## src/rtl/tef_pkg.sv

```systemverilog
package tef_pkg;
  // ----------------------------------------
  // Register map
  // ----------------------------------------
  localparam int ADDR_W = 8;
  localparam int NCH = 4;
  localparam logic [7:0] OFF_ENABLE = 8'h0C;
  localparam logic [7:0] OFF_FLAGS = 8'h10;
  localparam logic [7:0] OFF_EVTGEN = 8'h14;
  localparam logic [15:0] RST_ENABLE = 16'h0000;
  localparam logic [15:0] RST_FLAGS = 16'h0000;
  localparam logic [15:0] MASK_ENABLE = 16'h5F5F;
  localparam logic [15:0] MASK_EVTGEN = 16'h005F;
  // ----------------------------------------
  // Field positions
  // ----------------------------------------
  localparam int BIT_UPD = 0;
  localparam int BIT_CH = 1;
  localparam int BIT_TRIG = 6;
  localparam int BIT_UPD_DMA = 8;
  localparam int BIT_CH_DMA = 9;
  localparam int BIT_TRIG_DMA = 14;
  localparam int BIT_CH_OCF = 9;
  // ----------------------------------------
  // Modes and answers
  // ----------------------------------------
  localparam logic [2:0] SMODE_GATED = 3'h5;
  localparam logic [1:0] CAM_EDGE = 2'h0;
  localparam logic [1:0] CAM_DOWN = 2'h1;
  localparam logic [1:0] CAM_UP = 2'h2;
  localparam logic [1:0] RESP_OKAY = 2'h0;
  localparam logic [1:0] RESP_SLVERR = 2'h2;
endpackage : tef_pkg

```

## src/rtl/tef_regbus_if.sv

```systemverilog
`timescale 1ns/1ps
interface tef_regbus_if;
  logic wr_en;
  logic [tef_pkg::ADDR_W-1:0] wr_addr;
  logic [31:0] wr_data;
  logic [3:0] wr_strb;
  logic wr_hit;
  logic rd_en;
  logic [tef_pkg::ADDR_W-1:0] rd_addr;
  logic [31:0] rd_data;
  logic rd_hit;
  modport slv(output wr_en, wr_addr, wr_data, wr_strb, rd_en, rd_addr, input wr_hit, rd_data, rd_hit);
  modport core(input wr_en, wr_addr, wr_data, wr_strb, rd_en, rd_addr, output wr_hit, rd_data, rd_hit);
endinterface : tef_regbus_if

```

## src/rtl/tef_axil_slave.sv

```systemverilog
`timescale 1ns/1ps
module tef_axil_slave (
  input wire logic core_clk_i,
  input wire logic rstn_i,
  input wire logic [tef_pkg::ADDR_W-1:0] s_axi_awaddr_i,
  input wire logic s_axi_awvalid_i,
  output logic s_axi_awready_o,
  input wire logic [31:0] s_axi_wdata_i,
  input wire logic [3:0] s_axi_wstrb_i,
  input wire logic s_axi_wvalid_i,
  output logic s_axi_wready_o,
  output logic [1:0] s_axi_bresp_o,
  output logic s_axi_bvalid_o,
  input wire logic s_axi_bready_i,
  input wire logic [tef_pkg::ADDR_W-1:0] s_axi_araddr_i,
  input wire logic s_axi_arvalid_i,
  output logic s_axi_arready_o,
  output logic [31:0] s_axi_rdata_o,
  output logic [1:0] s_axi_rresp_o,
  output logic s_axi_rvalid_o,
  input wire logic s_axi_rready_i,
  tef_regbus_if.slv bus
);
  import tef_pkg::*;

  logic aw_have_reg, aw_have_next, w_have_reg, w_have_next;
  logic [ADDR_W-1:0] awaddr_reg, awaddr_next;
  logic [31:0] wdata_reg, wdata_next;
  logic [3:0] wstrb_reg, wstrb_next;
  logic bvalid_reg, bvalid_next, rvalid_reg, rvalid_next;
  logic [1:0] bresp_reg, bresp_next, rresp_reg, rresp_next;
  logic [31:0] rdata_reg, rdata_next;

  assign s_axi_awready_o = !aw_have_reg && !bvalid_reg;
  assign s_axi_wready_o = !w_have_reg && !bvalid_reg;
  assign s_axi_arready_o = !rvalid_reg;
  assign s_axi_bvalid_o = bvalid_reg;
  assign s_axi_bresp_o = bresp_reg;
  assign s_axi_rvalid_o = rvalid_reg;
  assign s_axi_rresp_o = rresp_reg;
  assign s_axi_rdata_o = rdata_reg;
  assign bus.wr_en = aw_have_reg && w_have_reg && !bvalid_reg;
  assign bus.wr_addr = awaddr_reg;
  assign bus.wr_data = wdata_reg;
  assign bus.wr_strb = wstrb_reg;
  assign bus.rd_en = s_axi_arvalid_i && !rvalid_reg;
  assign bus.rd_addr = s_axi_araddr_i;

  always_comb begin
    aw_have_next = aw_have_reg;
    w_have_next = w_have_reg;
    awaddr_next = awaddr_reg;
    wdata_next = wdata_reg;
    wstrb_next = wstrb_reg;
    bvalid_next = bvalid_reg;
    bresp_next = bresp_reg;
    rvalid_next = rvalid_reg;
    rresp_next = rresp_reg;
    rdata_next = rdata_reg;
    if (s_axi_awvalid_i && s_axi_awready_o) begin
      aw_have_next = 1'b1;
      awaddr_next = s_axi_awaddr_i;
    end
    if (s_axi_wvalid_i && s_axi_wready_o) begin
      w_have_next = 1'b1;
      wdata_next = s_axi_wdata_i;
      wstrb_next = s_axi_wstrb_i;
    end
    if (bus.wr_en) begin
      aw_have_next = 1'b0;
      w_have_next = 1'b0;
      bvalid_next = 1'b1;
      bresp_next = bus.wr_hit ? RESP_OKAY : RESP_SLVERR;
    end
    if (bvalid_reg && s_axi_bready_i) begin
      bvalid_next = 1'b0;
    end
    if (bus.rd_en) begin
      rvalid_next = 1'b1;
      rdata_next = bus.rd_hit ? bus.rd_data : 32'h0000_0000;
      rresp_next = bus.rd_hit ? RESP_OKAY : RESP_SLVERR;
    end else if (rvalid_reg && s_axi_rready_i) begin
      rvalid_next = 1'b0;
    end
  end

  always_ff @(posedge core_clk_i or negedge rstn_i) begin
    if (!rstn_i) begin
      aw_have_reg <= 1'b0;
      w_have_reg <= 1'b0;
      awaddr_reg <= '0;
      wdata_reg <= 32'h0000_0000;
      wstrb_reg <= 4'h0;
      bvalid_reg <= 1'b0;
      bresp_reg <= RESP_OKAY;
      rvalid_reg <= 1'b0;
      rresp_reg <= RESP_OKAY;
      rdata_reg <= 32'h0000_0000;
    end else begin
      aw_have_reg <= aw_have_next;
      w_have_reg <= w_have_next;
      awaddr_reg <= awaddr_next;
      wdata_reg <= wdata_next;
      wstrb_reg <= wstrb_next;
      bvalid_reg <= bvalid_next;
      bresp_reg <= bresp_next;
      rvalid_reg <= rvalid_next;
      rresp_reg <= rresp_next;
      rdata_reg <= rdata_next;
    end
  end
endmodule : tef_axil_slave

```

## src/rtl/tef_chan_flags.sv

```systemverilog
`timescale 1ns/1ps
module tef_chan_flags (
  input wire logic core_clk_i,
  input wire logic rstn_i,
  input wire logic input_mode_i,
  input wire logic cmp_evt_i,
  input wire logic capture_i,
  input wire logic gen_i,
  input wire logic clr_flag_i,
  input wire logic clr_ocf_i,
  input wire logic capture_read_i,
  output logic evt_o,
  output logic flag_o,
  output logic ocf_o
);
  logic flag_reg, flag_next, ocf_reg, ocf_next;
  logic cap;

  assign flag_o = flag_reg;
  assign ocf_o = ocf_reg;

  always_comb begin
    cap = input_mode_i && (capture_i || gen_i);
    evt_o = cap || (!input_mode_i && (cmp_evt_i || gen_i));
    flag_next = flag_reg && !clr_flag_i && !(input_mode_i && capture_read_i);
    ocf_next = ocf_reg && !clr_ocf_i;
    if (evt_o) begin
      flag_next = 1'b1;
    end
    if (cap && flag_reg) begin
      ocf_next = 1'b1;
    end
  end

  always_ff @(posedge core_clk_i or negedge rstn_i) begin
    if (!rstn_i) begin
      flag_reg <= 1'b0;
      ocf_reg <= 1'b0;
    end else begin
      flag_reg <= flag_next;
      ocf_reg <= ocf_next;
    end
  end
endmodule : tef_chan_flags

```

## src/rtl/tef_top.sv

```systemverilog
`timescale 1ns/1ps
module tef_top (
  input wire logic core_clk_i,
  input wire logic rstn_i,
  input wire logic [tef_pkg::ADDR_W-1:0] s_axi_awaddr_i,
  input wire logic s_axi_awvalid_i,
  output logic s_axi_awready_o,
  input wire logic [31:0] s_axi_wdata_i,
  input wire logic [3:0] s_axi_wstrb_i,
  input wire logic s_axi_wvalid_i,
  output logic s_axi_wready_o,
  output logic [1:0] s_axi_bresp_o,
  output logic s_axi_bvalid_o,
  input wire logic s_axi_bready_i,
  input wire logic [tef_pkg::ADDR_W-1:0] s_axi_araddr_i,
  input wire logic s_axi_arvalid_i,
  output logic s_axi_arready_o,
  output logic [31:0] s_axi_rdata_o,
  output logic [1:0] s_axi_rresp_o,
  output logic s_axi_rvalid_o,
  input wire logic s_axi_rready_i,
  input wire logic cnt_overflow_i,
  input wire logic cnt_underflow_i,
  input wire logic count_down_i,
  input wire logic [1:0] center_align_select_i,
  input wire logic update_disable_i,
  input wire logic update_request_source_i,
  input wire logic chan_dma_select_i,
  input wire logic [2:0] slave_mode_i,
  input wire logic trigger_input_i,
  input wire logic trig_reinit_i,
  input wire logic [tef_pkg::NCH-1:0] ch_input_mode_i,
  input wire logic [tef_pkg::NCH-1:0] ch_match_i,
  input wire logic [tef_pkg::NCH-1:0] ch_cmp_above_reload_i,
  input wire logic [tef_pkg::NCH-1:0] ch_capture_i,
  input wire logic [tef_pkg::NCH-1:0] ch_capture_read_i,
  output logic irq_o,
  output logic upd_dma_req_o,
  output logic [tef_pkg::NCH-1:0] ch_dma_req_o,
  output logic trig_dma_req_o,
  output logic sw_update_o,
  output logic sw_trigger_o,
  output logic [tef_pkg::NCH-1:0] sw_capture_o
);
  import tef_pkg::*;

  // ----------------------------------------
  // Bus slave
  // ----------------------------------------
  tef_regbus_if bus();

  tef_axil_slave u_slave (
    .core_clk_i(core_clk_i),
    .rstn_i(rstn_i),
    .s_axi_awaddr_i(s_axi_awaddr_i),
    .s_axi_awvalid_i(s_axi_awvalid_i),
    .s_axi_awready_o(s_axi_awready_o),
    .s_axi_wdata_i(s_axi_wdata_i),
    .s_axi_wstrb_i(s_axi_wstrb_i),
    .s_axi_wvalid_i(s_axi_wvalid_i),
    .s_axi_wready_o(s_axi_wready_o),
    .s_axi_bresp_o(s_axi_bresp_o),
    .s_axi_bvalid_o(s_axi_bvalid_o),
    .s_axi_bready_i(s_axi_bready_i),
    .s_axi_araddr_i(s_axi_araddr_i),
    .s_axi_arvalid_i(s_axi_arvalid_i),
    .s_axi_arready_o(s_axi_arready_o),
    .s_axi_rdata_o(s_axi_rdata_o),
    .s_axi_rresp_o(s_axi_rresp_o),
    .s_axi_rvalid_o(s_axi_rvalid_o),
    .s_axi_rready_i(s_axi_rready_i),
    .bus(bus.slv)
  );

  // ----------------------------------------
  // Write decode
  // ----------------------------------------
  logic [15:0] lane_mask, wr_enable, clr_vec, gen_vec;
  logic [ADDR_W-1:0] wr_word, rd_word;

  always_comb begin
    lane_mask = {{8{bus.wr_strb[1]}}, {8{bus.wr_strb[0]}}};
    wr_word = {bus.wr_addr[ADDR_W-1:2], 2'b00};
    rd_word = {bus.rd_addr[ADDR_W-1:2], 2'b00};
    wr_enable = (bus.wr_en && wr_word == OFF_ENABLE) ? lane_mask : 16'h0000;
    clr_vec = (bus.wr_en && wr_word == OFF_FLAGS) ? (lane_mask & ~bus.wr_data[15:0]) : 16'h0000;
    gen_vec = (bus.wr_en && wr_word == OFF_EVTGEN) ? (lane_mask & bus.wr_data[15:0] & MASK_EVTGEN) : 16'h0000;
    bus.wr_hit = wr_word == OFF_ENABLE || wr_word == OFF_FLAGS || wr_word == OFF_EVTGEN;
    bus.rd_hit = rd_word == OFF_ENABLE || rd_word == OFF_FLAGS || rd_word == OFF_EVTGEN;
  end

  // ----------------------------------------
  // Enable register
  // ----------------------------------------
  logic [15:0] enable_reg, enable_next;

  always_comb begin
    enable_next = ((enable_reg & ~wr_enable) | (bus.wr_data[15:0] & wr_enable)) & MASK_ENABLE;
  end

  // ----------------------------------------
  // Event sources
  // ----------------------------------------
  logic trig_prev_reg, trig_prev_next;
  logic trig_edge, trig_set, upd_set, match_ok, wrap_evt;
  logic [NCH-1:0] cmp_evt, ch_evt, ch_flag, ch_ocf;

  always_comb begin
    trig_prev_next = trigger_input_i;
    if (slave_mode_i == SMODE_GATED) begin
      trig_edge = trigger_input_i != trig_prev_reg;
    end else begin
      trig_edge = trigger_input_i && !trig_prev_reg;
    end
    trig_set = trig_edge || gen_vec[BIT_TRIG];
    upd_set = ((cnt_overflow_i || cnt_underflow_i) && !update_disable_i)
      || ((gen_vec[BIT_UPD] || trig_reinit_i) && !update_request_source_i && !update_disable_i);
    case (center_align_select_i)
      CAM_EDGE: match_ok = 1'b1;
      CAM_DOWN: match_ok = count_down_i;
      CAM_UP: match_ok = !count_down_i;
      default: match_ok = 1'b1;
    endcase
    if (center_align_select_i == CAM_EDGE && count_down_i) begin
      wrap_evt = cnt_underflow_i;
    end else begin
      wrap_evt = cnt_overflow_i;
    end
  end

  // ----------------------------------------
  // Channel flags
  // ----------------------------------------
  genvar gi;
  generate
    for (gi = 0; gi < NCH; gi++) begin : g_ch
      assign cmp_evt[gi] = (ch_match_i[gi] && match_ok) || (ch_cmp_above_reload_i[gi] && wrap_evt);
      tef_chan_flags u_ch (
        .core_clk_i(core_clk_i),
        .rstn_i(rstn_i),
        .input_mode_i(ch_input_mode_i[gi]),
        .cmp_evt_i(cmp_evt[gi]),
        .capture_i(ch_capture_i[gi]),
        .gen_i(gen_vec[BIT_CH+gi]),
        .clr_flag_i(clr_vec[BIT_CH+gi]),
        .clr_ocf_i(clr_vec[BIT_CH_OCF+gi]),
        .capture_read_i(ch_capture_read_i[gi]),
        .evt_o(ch_evt[gi]),
        .flag_o(ch_flag[gi]),
        .ocf_o(ch_ocf[gi])
      );
    end
  endgenerate

  // ----------------------------------------
  // Update and trigger flags, requests
  // ----------------------------------------
  logic upd_flag_reg, upd_flag_next, trig_flag_reg, trig_flag_next;
  logic upd_dma_reg, upd_dma_next, trig_dma_reg, trig_dma_next;
  logic [NCH-1:0] ch_dma_reg, ch_dma_next, sw_cap_reg, sw_cap_next;
  logic sw_upd_reg, sw_upd_next, sw_trig_reg, sw_trig_next;
  logic [15:0] status;

  always_comb begin
    upd_flag_next = upd_set || (upd_flag_reg && !clr_vec[BIT_UPD]);
    trig_flag_next = trig_set || (trig_flag_reg && !clr_vec[BIT_TRIG]);
    upd_dma_next = upd_set && enable_reg[BIT_UPD_DMA];
    trig_dma_next = trig_set && enable_reg[BIT_TRIG_DMA];
    for (int i = 0; i < NCH; i++) begin
      ch_dma_next[i] = (chan_dma_select_i ? upd_set : ch_evt[i]) && enable_reg[BIT_CH_DMA+i];
    end
    sw_cap_next = gen_vec[BIT_CH+:NCH] & ch_input_mode_i;
    sw_upd_next = gen_vec[BIT_UPD];
    sw_trig_next = gen_vec[BIT_TRIG];
  end

  always_ff @(posedge core_clk_i or negedge rstn_i) begin
    if (!rstn_i) begin
      enable_reg <= RST_ENABLE;
      trig_prev_reg <= 1'b0;
      upd_flag_reg <= RST_FLAGS[BIT_UPD];
      trig_flag_reg <= RST_FLAGS[BIT_TRIG];
      upd_dma_reg <= 1'b0;
      trig_dma_reg <= 1'b0;
      ch_dma_reg <= '0;
      sw_cap_reg <= '0;
      sw_upd_reg <= 1'b0;
      sw_trig_reg <= 1'b0;
    end else begin
      enable_reg <= enable_next;
      trig_prev_reg <= trig_prev_next;
      upd_flag_reg <= upd_flag_next;
      trig_flag_reg <= trig_flag_next;
      upd_dma_reg <= upd_dma_next;
      trig_dma_reg <= trig_dma_next;
      ch_dma_reg <= ch_dma_next;
      sw_cap_reg <= sw_cap_next;
      sw_upd_reg <= sw_upd_next;
      sw_trig_reg <= sw_trig_next;
    end
  end

  // ----------------------------------------
  // Outputs and read mux
  // ----------------------------------------
  always_comb begin
    status = {3'b000, ch_ocf, 2'b00, trig_flag_reg, 1'b0, ch_flag, upd_flag_reg};
    if (rd_word == OFF_ENABLE) begin
      bus.rd_data = {16'h0000, enable_reg};
    end else if (rd_word == OFF_FLAGS) begin
      bus.rd_data = {16'h0000, status};
    end else begin
      bus.rd_data = 32'h0000_0000;
    end
  end

  assign irq_o = |(status[BIT_TRIG:BIT_UPD] & enable_reg[BIT_TRIG:BIT_UPD]);
  assign upd_dma_req_o = upd_dma_reg;
  assign trig_dma_req_o = trig_dma_reg;
  assign ch_dma_req_o = ch_dma_reg;
  assign sw_update_o = sw_upd_reg;
  assign sw_trigger_o = sw_trig_reg;
  assign sw_capture_o = sw_cap_reg;
endmodule : tef_top

```

## config.mk

```make
export PLATFORM = sky130hd
export DESIGN_NAME = tef_top
export DESIGN_NICKNAME = d
export VERILOG_FILES = /design/src/rtl/tef_pkg.sv /design/src/rtl/tef_regbus_if.sv /design/src/rtl/tef_axil_slave.sv /design/src/rtl/tef_chan_flags.sv /design/src/rtl/tef_top.sv
export SDC_FILE = /design/constraint.sdc
export NUM_CORES = 1
export LEC_CHECK = 0
export BUFFER_PORTS_ARGS = -buffer_cell sky130_fd_sc_hd__clkbuf_2
export CORE_MARGIN = 4
export CORE_UTILIZATION = 50
export DETAILED_ROUTE_END_ITERATION = 16
export PLACE_DENSITY = 0.93
export SLEW_MARGIN = 20
export SYNTH_ARGS = -nofsm -noshare
export SYNTH_HDL_FRONTEND = slang
export SYNTH_SLANG_ARGS = --single-unit
```

## constraint.sdc

```tcl
create_clock -name core_clk_i -period 5.5 [get_ports core_clk_i]
set_input_delay 0.55 -clock core_clk_i [delete_from_list [all_inputs] [get_ports core_clk_i]]
set_output_delay 0.55 -clock core_clk_i [all_outputs]
set_load 0.03 [all_outputs]
```

; ---- Word level (Yosys, flattened, before mapping)
; Index checks and enable logic that the tools add are counted.
[word_totals]
register_bits = 100
inputBits = 92
word_cells = 197
output_inout_bits = 54
[op_classes]
n_eq_ne = 10
mux = 31
n_bitwise = 9
reduce_logical = 119
[op_table]
columns = op, count
row1 = 1-bit logical AND, 61
row2 = 15-bit 2-to-1 mux, 3
row3 = 15-bit AND, 2
row4 = 1-bit zero test, 26
row5 = 1-bit logical OR, 26
row6 = 13-bit 2-to-1 mux, 2
row7 = 6-bit by 3-bit equality test with 1-bit output (second input constant), 4
row8 = 1-bit 2-to-1 mux, 22
row9 = 15-bit inverter, 1
row10 = 15-bit bitwise OR, 1
row11 = 7-bit AND, 2
row12 = 13-bit AND, 1
row13 = 13-bit inverter, 1
row14 = 6-bit by 2-bit equality test with 1-bit output (second input constant), 2
row15 = 2-bit nonzero test, 4
row16 = 7-bit 2-to-1 mux, 1
row17 = 7-bit OR reduction, 1
row18 = 4-bit AND, 1
row19 = 2-bit 2-to-1 mux, 2
row20 = 3-bit equality test (second input constant), 1
row21 = 2-bit by 1-bit equality test with 1-bit output (second input constant), 1
row22 = 2-bit equality test (second input constant), 1
row23 = 2-bit zero test, 1
row24 = 1-bit one-hot mux with 2 select lines, 1
row25 = 1-bit inequality test, 1

; ---- Logic depth before layout (Yosys ltp)
[depth]
word_depth = 10
mapped_depth = 6
ltp_nobuf = 6

; ---- By module
; A second synthesis with hierarchy kept.
[unflattened]
hier_cells = 447
area_unflattened_um2 = 5393.9
[modules_own_cells]
columns = module, n_inst, area_each_um2, seq_area_each_um2, cells_per_inst
row1 = tef_axil_slave, 1, 3440.8, 2052.0, 265
row2 = tef_top, 1, 1527.7, 675.6, 138
row3 = tef_chan_flags, 4, 106.4, 50.0, 11

; ---- Worst setup path after synthesis
; No wires, ideal clock.
[synth_timing]
path_kind = reg2reg
startpoint = register u_slave.bvalid_reg (netlist: u_slave.s_axi_bvalid_o)
endpoint = register u_slave.wdata_reg[10] (netlist: u_slave.bus.wr_data[10])
path_buffers = 2
slack_ps = 3248
period_less_slack_ps = 2252
stages_incl_launch_ff = 6
setup_time_ps = 125
t_arrival_ps = 2128
t_required_ps = 5375
cell_sequence = dfrtp_1 -> nor2_1 -> and2_1 -> clkbuf_1 -> buf_1 -> mux2_2
[synth_between]
elab_chain_cells = 3
[synth_rtl]
columns = element, line_no
row1 = from (decl), tef_axil_slave.sv:30  ; logic bvalid_reg, bvalid_next, rvalid_reg, rvalid_next;
row2 = from (signal assigned), tef_axil_slave.sv:105  ; bvalid_reg <= bvalid_next;
row3 = 1-bit zero test, tef_axil_slave.sv:35  ; assign s_axi_wready_o = !w_have_reg && !bvalid_reg;
row4 = 1-bit logical AND, tef_axil_slave.sv:35
row5 = named net s_axi_wready_o, tef_top.sv:11  ; output logic s_axi_wready_o,
row6 = 1-bit logical AND, tef_axil_slave.sv:64  ; if (s_axi_wvalid_i && s_axi_wready_o) begin
row7 = to (signal assigned), tef_axil_slave.sv:103  ; wdata_reg <= wdata_next;
row8 = to (decl), tef_axil_slave.sv:28  ; logic [31:0] wdata_reg, wdata_next;
; The timed path passes the listed nets, and every way through them passes these cells.
; A chain may end at the register's enable or synchronous reset.

; ---- Final worst setup path
[layout_timing]
startpoint = register u_slave.awaddr_reg[5] (netlist: u_slave.bus.wr_addr[5])
endpoint = register ch_dma_reg[0] (netlist: ch_dma_req_o[0])
[layout_between]
elab_chain_cells = 9
elab_cells_between_ends = 14
cone_classes = eq/ne: 1 / mux: 2 / reduce/logical: 11
[layout_rtl]
columns = element, line_no
row1 = from (decl), tef_axil_slave.sv:27  ; logic [ADDR_W-1:0] awaddr_reg, awaddr_next;
row2 = from (signal assigned), tef_axil_slave.sv:102  ; awaddr_reg <= awaddr_next;
row3 = 6-bit by 3-bit equality test with 1-bit output (*), tef_top.sv:87  ; gen_vec = (bus.wr_en && wr_word == OFF_EVTGEN) ? (lane_mask & bus.wr_data[15:0] & MASK_EVTGEN) : 16'h0000;
row4 = 1-bit logical AND (*), tef_top.sv:87
row5 = 7-bit 2-to-1 mux (*), tef_top.sv:87
row6 = 1-bit logical OR, tef_top.sv:117  ; || ((gen_vec[BIT_UPD] || trig_reinit_i) && !update_request_source_i && !update_disable_i);
row7 = 1-bit logical AND (2 in a row), tef_top.sv:117
row8 = 1-bit logical OR, tef_top.sv:117
row9 = 1-bit 2-to-1 mux (*), tef_top.sv:170  ; ch_dma_next[i] = (chan_dma_select_i ? upd_set : ch_evt[i]) && enable_reg[BIT_CH_DMA+i];
row10 = 1-bit logical AND (*), tef_top.sv:170
row11 = named net ch_dma_next[0], tef_top.sv:160  ; logic [NCH-1:0] ch_dma_reg, ch_dma_next, sw_cap_reg, sw_cap_next;
row12 = to (signal assigned), tef_top.sv:196  ; ch_dma_reg <= ch_dma_next;
row13 = to (decl), tef_top.sv:160
; Mark *: on every way through the listed nets, which the timed path passes. The rest lies on a longest branch.

==> flow_summary.json <==
{
  "cts_tree": "done",
  "cts_buffer_depth": 2,
  "core_area_mm2": 0.006495,
  "fin_crit_ps": 2291,
  "drv_cap": 0,
  "slew_violations": 0,
  "fin_nets": 501,
  "io_buffers": 97,
  "finalClockSkew_ps": 9.313,
  "antenna-diode-count": 0,
  "cts_root_buf": "clkbuf_8",
  "rsz0062_at_grt": "no",
  "cp-endpoint": "ch_dma_req_o[0]",
  "cts.clk_slew.worst_paths_ps": 70,
  "h-tree-depth": 3,
  "critPathLaunchType": "register",
  "relSlewSlack_pct": 39.91,
  "synthTopCellsByCount": "dfrtp_1 (73), mux2_2 (31), nand2_1 (25)",
  "wl_per_cell_um": 16.68,
  "final-setup-viol-count": 0,
  "gp_congestion": 0.8921,
  "yosysSeqAreaShare_pct": 53.23,
  "grt_use_total_pct": 20.62,
  "ys_async_sr_fraction_pct": 100.0,
  "ios": 146,
  "antenna_left": 0,
  "post-cts-setup-buffers": 0,
  "ys_warn_count": 0,
  "gr-total-overflow": 0,
  "antenna_found_initial": 0,
  "worstSetupStartpoint": "u_slave.bus.wr_addr[5]",
  "yosys.area.top_type": "dfrtp_1",
  "reg2reg_from": "u_slave.bus.wr_addr[5]",
  "dp_slack_ps": 3017,
  "cts_resized": 0,
  "synth_cells": 306,
  "drtIter0Drc": 215,
  "grt_max_degree": 74,
  "hold-worst-slack_ps": 323.1,
  "rrSetupSlack_ps": 3210,
  "synthFlopType": "dfrtp_1",
  "dpl_cell_area_mm2": 0.003904,
  "hold_path.class": "input pin to register",
  "critPathCaptureType": "register",
  "synth_edf_count": 0,
  "ctsHoldBuffers": 0,
  "grt_pass1_vias": 2719,
  "placementRows": 29,
  "layout-drive-gt1-share_pct": 35.37,
  "tightest_slew_ps": 901.4,
  "cp_max_fo": 7,
  "finalHoldViolations": 0,
  "leakagePower_uw": 0.002060,
  "finalCritPeriodShare_pct": 41.65,
  "dr.pass1.iters": 5,
  "clock.fmax_mhz": 436.5,
  "irDropWorstVdd_mv": 0.3168,
  "post-route-worst-setup-slack_ps": 3209,
  "cts_num_sinks": 73,
  "via_count": 2733,
  "worstSetupPathType": "register to register",
  "wl_um": 8123,
  "synth.distinct_cells": 42,
  "required_ps": 5720,
  "finish.instance_area_mm2": 0.004116,
  "syn_area_per_cell_um2": 11.22,
  "die_h_um": 90.85,
  "syn_to_final_growth_pct": 19.94,
  "start_util_pct": 52.84,
  "yosysMostFrequentCell": "dfrtp_1",
  "die_x_um": 90.85,
  "status": "complete, no violations",
  "dp_hpwl_um": 6250,
  "power_density_mw_per_mm2": 414.6,
  "ys_top_cells_by_area": "dfrtp_1 (53%), mux2_2 (10%), a22o_1 (5.1%)",
  "cts_buffers": 9,
  "avgViaCountPerCell": 5.612,
  "ys_ff_latch": 73,
  "drc_errors": 0,
  "dieArea_mm2": 0.008254,
  "worstPathArrival_ps": 2510,
  "grt_pass1_wl_um": 13410,
  "worstReg2RegEnd": "ch_dma_req_o[0]",
  "reg2regPathDepth": 4,
  "syn_area_mm2": 0.003432,
  "setup_tns_ps": 0,
  "clk_latency_ps": 360,
  "post-synth-top-area-fraction_pct": 53.23
}
[area by class of cell]
cell class / instances / area (µm²)
repair buffers: 98 / 493.0
fillers: 521 / 2379
inverters: 13 / 48.80
multi-input cells: 210 / 1448
well taps: 77 / 96.34
clock inverters: 3 / 65.06
clock buffers: 13 / 138.9
flip-flops and latches: 73 / 1827
[kinds of logic (layout without fill, tap and decap cells)]
group / Yosys count / count (layout) / share of synthesized area [%]
fa+ha+maj: 4 / 4 / 1.458
other cells: 1 / 22 / 0.1093
simple gates: 77 / 77 / 11.92
mux: 32 / 32 / 10.46
buf+inv: 44 / 127 / 7.291
flops: 73 / 73 / 53.23
compound gates: 75 / 75 / 15.53
[layout by cell type (no fill, tap or decap), drive strengths merged, types with 2 or more instances in the layout]
| master | n |
|---|---|
| nand3b | 3 |
| o21ai | 16 |
| clkbuf | 109 |
| a221oi | 4 |
| nand2 | 25 |
| nand2b | 7 |
| nand4 | 5 |
| o2111ai | 2 |
| a21boi | 2 |
| nor2 | 8 |
| ha | 4 |
| a21oi | 13 |
| and3 | 4 |
| conb | 22 |
| a22oi | 4 |
| dfrtp | 73 |
| and2 | 2 |
| a211oi | 3 |
| bufinv | 2 |
| a22o | 20 |
| inv | 13 |
| or3 | 2 |
| o31ai | 3 |
| nor3 | 5 |
| a311oi | 2 |
| o311ai | 2 |
| buf | 2 |
| mux2 | 31 |
| a21o | 2 |
| nor2b | 6 |
| nand3 | 3 |
| nor4 | 4 |
[metal layers]
layer  GRT usage, %  share of wire [%]
met5              0                  0
met4          6.030                1.0
met3          7.083                9.2
met2          34.22                 50
met1          25.54                 40
[worst min-delay path by stage]
stage / endpoint / slack (ps) / start / cells after the start
after detailed placement: u_slave.s_axi_bresp_o[1] / 470 / u_slave.s_axi_bresp_o[1] / 2
after global placement: u_slave.s_axi_rdata_o[8] / 470 / u_slave.s_axi_rdata_o[8] / 2
final: trig_prev_reg / 320 / trigger_input_i / 1
after floorplan: async pin / 250 / rstn_i / 0
after global routing: trig_prev_reg / 320 / trigger_input_i / 1
after CTS: trig_prev_reg / 310 / trigger_input_i / 1
[report_power, final]
part           switching, µW  internal [µW]  total [µW]
Clock                    189            256         444
Sequential               134            668         802
Combinational            267            194         461
[worst max-delay path, stage by stage (launching register included)]
cell      delay (ps)
dfrtp_1          400
or3_1            510
or4_1            520
a32o_1           340
a311oi_1         380
[per-stage QoR]
step           power, µW  cells  util [%]
6_report            1707    487     63.38
5_1_grt             1804    487     63.38
4_1_cts             1710    487     63.24
3_5_place_dp        1265    471     60.10
3_3_place_gp        1236    471     60.03
2_1_floorplan       1119    327         -
No activity file was read; power rests on OpenSTA's default activity.
